$ cat config.mk
export PLATFORM = sky130hd
export DESIGN_NAME = fpae_core
export DESIGN_NICKNAME = d
export VERILOG_FILES = /design/src/inc/fpae_pkg.sv /design/src/design/fpae_core.sv /design/src/design/fpae_range_check.sv
export VERILOG_INCLUDE_DIRS = /design/src /design/src/inc
export SDC_FILE = /design/constraint.sdc
export NUM_CORES = 1
export LEC_CHECK = 0
export BUFFER_PORTS_ARGS = -buffer_cell sky130_fd_sc_hd__buf_2
export CORE_AREA = 5 5 416 418
export CTS_BUF_LIST = sky130_fd_sc_hd__clkbuf_2 sky130_fd_sc_hd__clkbuf_4 sky130_fd_sc_hd__clkbuf_8
export DETAILED_ROUTE_END_ITERATION = 8
export DIE_AREA = 0 0 421 423
export HOLD_SLACK_MARGIN = 0.06
export PLACE_DENSITY = 0.45
export SLEW_MARGIN = 20
export SYNTH_ARGS = -nofsm -noshare
export SYNTH_HDL_FRONTEND = slang
export SYNTH_SLANG_ARGS = --single-unit
export TNS_END_PERCENT = 10
$ cat constraint.sdc
create_clock -name clk -period 9.05 [get_ports clk]
set_input_delay 1.81 -clock clk [delete_from_list [all_inputs] [get_ports clk]]
set_output_delay 1.81 -clock clk [all_outputs]
set_load 0.005 [all_outputs]
$ cat src/inc/fpae_params.svh
// Constants for the flash protection and address extension block
`ifndef FPAE_PARAMS_SVH
`define FPAE_PARAMS_SVH
`define FPAE_BLK_W        9
`define FPAE_NUM_BLK      512
`define FPAE_LAST_BLK     9'h1ff
`define FPAE_LVL_MAX      4'h9
`define FPAE_BLK_LSB      16
`define FPAE_OP_ENTER4B   8'hb7
`define FPAE_OP_EXIT4B    8'he9
`define FPAE_OP_WREAR     8'hc5
`define FPAE_OP_RDSR1     8'h05
`define FPAE_OP_RDSR2     8'h35
`define FPAE_OP_RDSR3     8'h15
`define FPAE_OP_PP4       8'h12
`define FPAE_OP_SE4       8'h21
`define FPAE_OP_BE4       8'hdc
`define FPAE_OP_PP        8'h02
`define FPAE_OP_SE        8'h20
`define FPAE_OP_BE        8'hd8
`define FPAE_OP_CE        8'hc7
`define FPAE_OP_CE2       8'h60
`define FPAE_OP_RD4       8'h13
`define FPAE_OP_WREN      8'h06
`endif

$ cat src/inc/fpae_pkg.sv
// Types for the flash protection and address extension block
package fpae_pkg;
    typedef enum logic [1:0]
    {
        FPAE_OPC  = 2'b00,
        FPAE_ADR  = 2'b01,
        FPAE_DAT  = 2'b11,
        FPAE_SKIP = 2'b10
    } fpae_phase_type;

    typedef struct packed
    {
        logic [2:0]     sclk_sync;
        logic [1:0]     csn_sync;
        logic [3:0]     din_sync0;
        logic [3:0]     din_sync1;
        fpae_phase_type phase;
        logic [5:0]     bit_cnt;
        logic [7:0]     opcode;
        logic [31:0]    addr;
        logic [7:0]     shift;
        logic           four_byte;
        logic [7:0]     ext_addr;
        logic           busy_cmd;
        logic           erase_pulse;
        logic           prog_pulse;
        logic           wear_pulse;
        logic [31:0]    target_addr;
        logic           chip_all;
        logic           reject;
    } fpae_state_type;
endpackage

$ cat src/design/fpae_core.sv
// Command framing, address extension and write protection gate
//
// Function
// - Complement set: bottom select 0 guards low blocks, 1 guards high blocks.
// - Erase or program touching a protected block is dropped.
// - Block locks count only when scheme select is one.
// - All block locks are set after power-up.
// - Upper address byte used only in three-byte mode.
// - Address bit 24 picks lower or upper half in three-byte mode.
// - Four-byte mode needs four address bytes, ignores upper byte register.
// - Any four-byte address reloads the upper address byte register unless the frame is refused as busy or misaligned.
// - Upper address byte clears at power-up and reset.
// - Single-line command starts at select fall, opcode MSB first.
// - Quad mode moves every byte as two nibbles, high first.
// - Select rising ends the command.
// - Reads may end after any bit.
// - Modifying commands need a whole byte count at select rise.
// - While busy, only status reads are accepted.
// - Address width flag reads 0 for three-byte, 1 for four.
// - Power-up address width chooses the starting mode.
// - Scheme zero uses level bits; scheme one uses block locks.
`timescale 1ns/1ps
`include "fpae_params.svh"
module fpae_core
(
    input  wire logic         clk,
    input  wire logic         rst_b,
    input  wire logic         serial_clk,
    input  wire logic         chip_select_n,
    input  wire logic         serial_in,
    input  wire logic [3:0]   quad_lines,
    input  wire logic         quad_command_mode,
    input  wire logic         powerup_addr_width,
    input  wire logic         write_busy,
    input  wire logic         protect_scheme_select,
    input  wire logic         protect_complement,
    input  wire logic         protect_bottom_select,
    input  wire logic         protect_level_bit3,
    input  wire logic         protect_level_bit2,
    input  wire logic         protect_level_bit1,
    input  wire logic         protect_level_bit0,
    input  wire logic [511:0] block_lock_clear,
    output logic              current_addr_width_flag,
    output logic [7:0]        ext_addr_byte,
    output logic [31:0]       op_addr,
    output logic              erase_start,
    output logic              program_start,
    output logic              chip_erase,
    output logic              cmd_rejected,
    output logic [511:0]      block_lock
);
    fpae_pkg::fpae_state_type st_ff;
    fpae_pkg::fpae_state_type nxt_st;
    logic [511:0]             lock_ff;
    logic                     sclk_rise;
    logic                     cs_fall;
    logic                     cs_rise;
    logic                     cs_low;
    logic [3:0]               din;
    logic [7:0]               nxt_byte;
    logic                     byte_done;
    logic                     bit_cnt_zero;
    logic                     modify_op;
    logic                     four_op;
    logic                     status_op;
    logic                     prot_hit;
    logic [3:0]               level;
    logic [5:0]               addr_bits;
    logic                     strap_seen_ff;
    logic [31:0]              form_addr;

    assign level = {protect_level_bit3, protect_level_bit2,
                    protect_level_bit1, protect_level_bit0};

    // Edges of synchronised link signals
    assign sclk_rise = st_ff.sclk_sync[2:1] == 2'b01;
    assign cs_low    = !st_ff.csn_sync[1];
    assign din       = st_ff.din_sync1;

    // Edge detect kept off the first sync stage
    logic csn_d_ff;
    always_ff @(posedge clk or negedge rst_b)
    begin
        if (!rst_b)
            csn_d_ff <= 1'b1;
        else
            csn_d_ff <= st_ff.csn_sync[1];
    end
    assign cs_fall = csn_d_ff && !st_ff.csn_sync[1];
    assign cs_rise = !csn_d_ff && st_ff.csn_sync[1];

    // nibble shift in quad mode, else bit shift
    assign nxt_byte  = quad_command_mode ? {st_ff.shift[3:0], din} :
                                           {st_ff.shift[6:0], din[0]};
    assign byte_done = quad_command_mode ? st_ff.bit_cnt[0] :
                                           (st_ff.bit_cnt[2:0] == 3'h7);
    assign bit_cnt_zero = quad_command_mode ? !st_ff.bit_cnt[0] :
                                              (st_ff.bit_cnt[2:0] == 3'h0);

    // Opcode classes
    always_comb
    begin
        case (st_ff.opcode)
            `FPAE_OP_PP4, `FPAE_OP_SE4, `FPAE_OP_BE4,
            `FPAE_OP_RD4: four_op = 1'b1;
            default:      four_op = 1'b0;
        endcase
        case (st_ff.opcode)
            `FPAE_OP_PP4, `FPAE_OP_SE4, `FPAE_OP_BE4, `FPAE_OP_PP,
            `FPAE_OP_SE, `FPAE_OP_BE, `FPAE_OP_CE, `FPAE_OP_CE2,
            `FPAE_OP_ENTER4B, `FPAE_OP_EXIT4B, `FPAE_OP_WREAR,
            `FPAE_OP_WREN: modify_op = 1'b1;
            default:       modify_op = 1'b0;
        endcase
        status_op = (st_ff.opcode == `FPAE_OP_RDSR1) ||
                    (st_ff.opcode == `FPAE_OP_RDSR2) ||
                    (st_ff.opcode == `FPAE_OP_RDSR3);
    end

    // four address bytes in four-byte mode or four-byte opcodes
    assign addr_bits = (st_ff.four_byte || four_op) ? 6'd32 : 6'd24;

    // upper byte joins the address only in three-byte mode
    assign form_addr = (st_ff.four_byte || four_op) ? st_ff.addr :
                       {st_ff.ext_addr, st_ff.addr[23:0]};

    fpae_range_check u_range
    (
        .blk        (form_addr[`FPAE_BLK_LSB +: `FPAE_BLK_W]),
        .whole      (st_ff.opcode == `FPAE_OP_CE || st_ff.opcode == `FPAE_OP_CE2),
        .scheme_sel (protect_scheme_select),
        .complement (protect_complement),
        .bottom_sel (protect_bottom_select),
        .level      (level),
        .block_lock (lock_ff),
        .hit        (prot_hit)
    );

    // Next state of the framing and address logic
    always_comb
    begin
        nxt_st             = st_ff;
        nxt_st.sclk_sync   = {st_ff.sclk_sync[1:0], serial_clk};
        nxt_st.csn_sync    = {st_ff.csn_sync[0], chip_select_n};
        nxt_st.din_sync0   = quad_command_mode ? quad_lines : {3'h0, serial_in};
        nxt_st.din_sync1   = st_ff.din_sync0;
        nxt_st.erase_pulse = 1'b0;
        nxt_st.prog_pulse  = 1'b0;
        nxt_st.wear_pulse  = 1'b0;
        nxt_st.reject      = 1'b0;
        if (cs_fall)
        begin
            nxt_st.phase   = fpae_pkg::FPAE_OPC;
            nxt_st.bit_cnt = 6'h0;
            nxt_st.addr    = 32'h0;
        end
        else if (cs_low && sclk_rise)
        begin
            nxt_st.shift   = nxt_byte;
            nxt_st.bit_cnt = st_ff.bit_cnt + 6'h1;
            case (st_ff.phase)
                fpae_pkg::FPAE_OPC:
                begin
                    if (byte_done)
                    begin
                        nxt_st.opcode  = nxt_byte;
                        nxt_st.bit_cnt = 6'h0;
                        nxt_st.phase   = fpae_pkg::FPAE_ADR;
                        // busy lets only status reads through
                        nxt_st.busy_cmd = write_busy;
                    end
                end
                fpae_pkg::FPAE_ADR:
                begin
                    nxt_st.addr = quad_command_mode ? {st_ff.addr[27:0], din} :
                                                      {st_ff.addr[30:0], din[0]};
                    if ((quad_command_mode ? {st_ff.bit_cnt[4:0], 2'b00} :
                         {1'b0, st_ff.bit_cnt}) == {1'b0, addr_bits - 6'h1} ||
                        (quad_command_mode && {st_ff.bit_cnt, 2'b00} ==
                         {2'b00, addr_bits} - 8'h4))
                    begin
                        nxt_st.bit_cnt = 6'h0;
                        nxt_st.phase   = fpae_pkg::FPAE_DAT;
                    end
                end
                fpae_pkg::FPAE_DAT:
                    nxt_st.bit_cnt = {3'h0, st_ff.bit_cnt[2:0] + 3'h1};
                default:
                    nxt_st.phase = fpae_pkg::FPAE_SKIP;
            endcase
        end
        else if (cs_rise && st_ff.phase != fpae_pkg::FPAE_OPC)
        begin
            nxt_st.phase = fpae_pkg::FPAE_OPC;
            // reads need no alignment; a non-status frame captured while busy is refused here
            if (st_ff.busy_cmd && !status_op)
                nxt_st.reject = 1'b1;
            // modifying command off byte boundary dropped
            else if (modify_op && !bit_cnt_zero)
                nxt_st.reject = 1'b1;
            else
            begin
                if ((st_ff.four_byte || four_op) && st_ff.phase == fpae_pkg::FPAE_DAT)
                    nxt_st.ext_addr = st_ff.addr[31:24];
                // upper byte only in three-byte mode
                nxt_st.target_addr = form_addr;
                case (st_ff.opcode)
                    `FPAE_OP_ENTER4B: nxt_st.four_byte = 1'b1;
                    `FPAE_OP_EXIT4B:  nxt_st.four_byte = 1'b0;
                    `FPAE_OP_WREAR:   nxt_st.ext_addr  = st_ff.addr[31:24];
                    default:          nxt_st.ext_addr  = nxt_st.ext_addr;
                endcase
                nxt_st.chip_all    = (st_ff.opcode == `FPAE_OP_CE) ||
                                     (st_ff.opcode == `FPAE_OP_CE2);
                // drop erase or program hitting protection
                if (modify_op && prot_hit &&
                    st_ff.opcode != `FPAE_OP_ENTER4B && st_ff.opcode != `FPAE_OP_EXIT4B &&
                    st_ff.opcode != `FPAE_OP_WREAR && st_ff.opcode != `FPAE_OP_WREN)
                    nxt_st.reject = 1'b1;
                else if (st_ff.opcode == `FPAE_OP_PP4 || st_ff.opcode == `FPAE_OP_PP)
                    nxt_st.prog_pulse = 1'b1;
                else if (modify_op && st_ff.opcode != `FPAE_OP_ENTER4B &&
                         st_ff.opcode != `FPAE_OP_EXIT4B &&
                         st_ff.opcode != `FPAE_OP_WREAR && st_ff.opcode != `FPAE_OP_WREN)
                    nxt_st.erase_pulse = 1'b1;
            end
        end
        // address width taken from the strap after reset release
        if (!strap_seen_ff)
            nxt_st.four_byte = powerup_addr_width;
    end

    // State register; reset clears upper byte and mode
    always_ff @(posedge clk or negedge rst_b)
    begin
        if (!rst_b)
        begin
            st_ff         <= '0;
            st_ff.csn_sync <= 2'b11;
            strap_seen_ff <= 1'b0;
        end
        else
        begin
            // upper byte cleared by reset above
            st_ff         <= nxt_st;
            strap_seen_ff <= 1'b1;
        end
    end

    // Block locks, one flop each
    genvar gi;
    generate
        for (gi = 0; gi < `FPAE_NUM_BLK; gi = gi + 1)
        begin : g_lock
            always_ff @(posedge clk or negedge rst_b)
            begin
                if (!rst_b)
                    lock_ff[gi] <= 1'b1;
                else if (block_lock_clear[gi])
                    lock_ff[gi] <= 1'b0;
            end
        end
    endgenerate

    assign current_addr_width_flag = st_ff.four_byte;
    assign ext_addr_byte           = st_ff.ext_addr;
    assign op_addr                 = st_ff.target_addr;
    assign erase_start             = st_ff.erase_pulse;
    assign program_start           = st_ff.prog_pulse;
    assign chip_erase              = st_ff.chip_all;
    assign cmd_rejected            = st_ff.reject;
    assign block_lock              = lock_ff;
endmodule

$ cat src/design/fpae_range_check.sv
// Protection range check for one target block or whole array
`timescale 1ns/1ps
`include "fpae_params.svh"
module fpae_range_check
(
    input  wire logic [8:0]   blk,
    input  wire logic         whole,
    input  wire logic         scheme_sel,
    input  wire logic         complement,
    input  wire logic         bottom_sel,
    input  wire logic [3:0]   level,
    input  wire logic [511:0] block_lock,
    output logic              hit
);
    logic [9:0] span;
    logic [9:0] lo;
    logic [9:0] hi;
    logic       none_p;
    logic       all_p;
    logic       in_rng;
    logic       any_lock;

    // Size, bounds and whole-array or empty cases of the level code
    always_comb
    begin
        span   = (level >= 4'h1 && level <= `FPAE_LVL_MAX) ?
                 10'(10'h1 << (level - 4'h1)) : 10'h0;
        none_p = 1'b0;
        all_p  = 1'b0;
        lo     = 10'h0;
        hi     = 10'h0;
        if (!complement)
        begin
            none_p = (level == 4'h0);
            all_p  = (level > `FPAE_LVL_MAX);
            lo     = bottom_sel ? 10'h0 : 10'(`FPAE_NUM_BLK) - span;
            hi     = bottom_sel ? span - 10'h1 : 10'(`FPAE_LAST_BLK);
        end
        else
        begin
            all_p  = (level == 4'h0);
            none_p = (level > `FPAE_LVL_MAX);
            lo     = bottom_sel ? span : 10'h0;
            hi     = bottom_sel ? 10'(`FPAE_LAST_BLK) : 10'(`FPAE_NUM_BLK) - span - 10'h1;
        end
        in_rng   = ({1'b0, blk} >= lo) && ({1'b0, blk} <= hi);
        any_lock = |block_lock;
        if (scheme_sel)
            hit = whole ? any_lock : block_lock[blk];
        else if (none_p)
            hit = 1'b0;
        else if (all_p || whole)
            hit = 1'b1;
        else
            hit = in_rng;
    end
endmodule

==> qor.csv <==
stage,metric,value,unit
yosys,async_reset_ff_share,100,%
clocking,hold_buffers,0,
global_routing,grt_use_total,18.3,%
routing,first_iter_violations,1543,
floorplan,initial_utilization,17.1,%
yosys,syn_area,28900,µm²
yosys,ys_types,83,
placed_design,hpwl,136000,µm
yosys,avgSynthCellArea,12.9,µm²
yosys,ys_seq_area_share,56.6,%
clocking,path_clk_slew,60,ps
clocking,cts.sinks,628,
critical_path,path_class,in -> reg,
routing,vias_per_cell,4.26,
yosys,ys.flop_type,dfstp_2,
sta,tns,0,ps
global_routing,grt_pass1_vias,25900,
sta,rsz0062_at_grt,false,
placed_design,place_area,36700,µm²
clocking,root_buffer,clkbuf_8,
clocking,post_cts_buffers,0,
routing,ant_nets,0,
sta,max_slew.worst_pin.slew,1090,ps
floorplan,rows,151,
sta,fmax,0.162,GHz
clocking,ctsResizeCount,0,
yosys,synth_cells,2245,
sta,slew_violations,0,
sta,hold_viol,0,
power_and_ir_drop,p_leak,17.5,nW
critical_path,crit_path_max_fanout,14,
routing,drtPass1Iterations,4,
power_and_ir_drop,ir_drop,109,µV
power_and_ir_drop,p_per_area,162,nW/µm²
floorplan,ios,1088,
sta,post-route-min-period,6180,ps
final_layout,final_area,39400,µm²
clocking,clk_latency,860,ps
final_layout,drive_gt1_share,59.2,%
critical_path,worstSetupStartpointType,input port,
final_layout,nets,3907,
clocking,htreeDepth,3,
floorplan,core,169000,µm²
global_routing,antenna_found_initial,71,
clocking,cts_tree,built,
status,outcome,"finished, final reports clean",
yosys,synth-seq-cells,628,
placed_design,io_buffers,1087,
sta,timing.final.crit_share,68.3,%
floorplan,die-area,178000,µm²
placed_design,place.gp.congestion,0.910,
sta,clock_skew,71.8,ps
global_routing,grt_max_degree,173,
final_layout,syn_to_final_growth,36.3,%
critical_path,cp_data_arrival_time,6810,ps
yosys,syn-num-nets,2801,
critical_path,critPathRequiredTime,9680,ps
routing,avgRoutedWirePerCell,29.6,µm
clocking,clockBufferDepth,3,
routing,drc,0,
global_routing,grt_pass1_wl,227000,µm
yosys,yosysWarnings,0,
yosys,synth-edff-count,0,
worst_hold_path,worst_hold_path_type,reg -> reg,
floorplan,fp.dieW,421,µm
global_routing,overflow,0,
sta,finalSetupViolCount,0,
clocking,cts_made_buffers,120,
critical_path,end_kind,flip-flop,
floorplan,die_y,423,µm
routing,via_count,24300,
routing,wl,168000,µm
sta,slew_headroom,26.3,%
run,cap_violations,0,
==> critical path, stage by stage <==
cell and delay [ps]:
buf_2 190, nor2_1 420, ha_1 420, nor2b_1 480, nand2_1 220, ha_1 320, a21oi_1 220, a32oi_1 80
o22ai_1 400, and3_1 310, nand2b_1 90, xnor2_1 120, o21ai_0 210, ha_1 280, and3_1 180, nand3_1 70
o221ai_1 190, a21oi_1 180, nand4_1 120, a41oi_1 360, a31oi_1 130
==> synthesized netlist by cell type, types with 11 or more instances <==
library cell,n,area share (%)
nand2b_1,15,0.32
clkbuf_1,43,0.56
inv_1,16,0.21
buf_4,50,1.3
nor4_1,139,3.0
nor2b_1,530,11
a221oi_1,11,0.33
ha_1,25,1.1
dfrtp_1,113,9.8
dfstp_2,515,47
mux2_2,46,1.8
mux2i_1,104,3.6
o31ai_1,33,0.86
nand2_1,86,1.1
nand3_1,17,0.29
buf_2,20,0.35
nor3_1,21,0.36
o21ai_0,40,0.69
a22oi_1,20,0.52
nand4_1,47,1.0
a21oi_1,34,0.59
mux4_2,104,8.1
nor2_1,46,0.60
==> cell usage in the layout, fill, tap and decap left out, types with 8 or more instances in the layout <==
cell type / n
nand2_1: 86
nor4_1: 134
and2_1: 8
a211oi_1: 10
a22oi_1: 20
buf_2: 1086
ha_1: 25
nand2b_1: 15
nor2_1: 43
o31ai_1: 32
clkbuf_4: 52
nand3_1: 17
buf_4: 26
mux4_2: 104
nand4_1: 47
inv_1: 16
nor3_1: 21
a21oi_1: 34
dfstp_2: 515
clkbuf_8: 140
dfrtp_1: 106
diode_2: 27
a22o_1: 9
o21ai_0: 40
clkinv_2: 13
mux2i_1: 103
o22ai_1: 8
a221oi_1: 11
mux2_2: 46
nor2b_1: 526
==> sequential cells by signal (all words and copies together) (netlist names) <==
| register | count |
|---|---|
| program_start | 1 |
| strap_seen_ff | 1 |
| st_ff | 58 |
| block_lock | 512 |
| din | 4 |
| current_addr_width_flag | 1 |
| nxt_st | 7 |
| chip_erase | 1 |
| cmd_rejected | 1 |
| ext_addr_byte | 8 |
| erase_start | 1 |
| csn_d_ff | 1 |
| op_addr | 32 |
==> final timing paths <==
path                                             from                           to  slack [ps]  cells past startpoint
worst max-delay path               protect_level_bit0       cmd_rejected$_DFF_PN0_        2870                     21
max in group asynchronous                       rst_b  block_lock[280]$_DFFE_PN1P_        6560                      2
min in group asynchronous                       rst_b      op_addr[23]$_DFFE_PN0P_        1070                      1
worst min register to register  nxt_st[114]$_DFF_PN0_        nxt_st[115]$_DFF_PN0_         350                      0
worst max register to register  st_ff[73]$_DFFE_PN0P_        erase_start$_DFF_PN0_        4340                      9
worst min-delay path            nxt_st[114]$_DFF_PN0_        nxt_st[115]$_DFF_PN0_         350                      0
==> stage by stage <==
step	setup slack (ps)	hold slack, ps	util (%)	total power, W	instances
final	2870	348	23.3	0.00637	5691
after global routing	2580	366	23.3	0.00666	5678
after CTS	3090	353	23.3	0.00652	5664
after detailed placement	2130	342	21.7	0.00332	5447
after global placement	2100	336	21.7	0.00331	5447
after floorplan	3390	331	-	0.00308	2245
==> routing by layer <==
metal / GRT usage (%) / part of all wire [%]
met5: 0 / 0.12
met4: 5.41 / 3.2
met3: 5.03 / 6.8
met2: 31.3 / 49
met1: 22.4 / 41
==> final cells by class <==
type / count / area, µm²
diodes: 27 / 67.6
clock buffers: 192 / 2320
clock inverters: 25 / 280
fillers: 18300 / 129000
inverters: 19 / 71.3
multi-input cells: 1465 / 11700
flip-flops and latches: 628 / 16400
well taps: 2218 / 2780
repair buffers: 1117 / 5730
==> report_power, final <==
group          internal, W  switching (W)
Combinational     0.000160       0.000212
Sequential         0.00286      0.0000335
Clock              0.00172        0.00139
Total              0.00474        0.00163
==> cells by family after synthesis <==
logic type | synth area share (%)
flip-flops | 56.6
AO/OA/AOI/OAI | 5.67
AND/OR/NAND/NOR | 19.3
adder cells (fa/ha/maj) | 1.08
multiplexers | 14.0
other | 0.0130
buffers and inverters | 3.05
XOR/XNOR | 0.243
(Power assumes the default switching activity.)
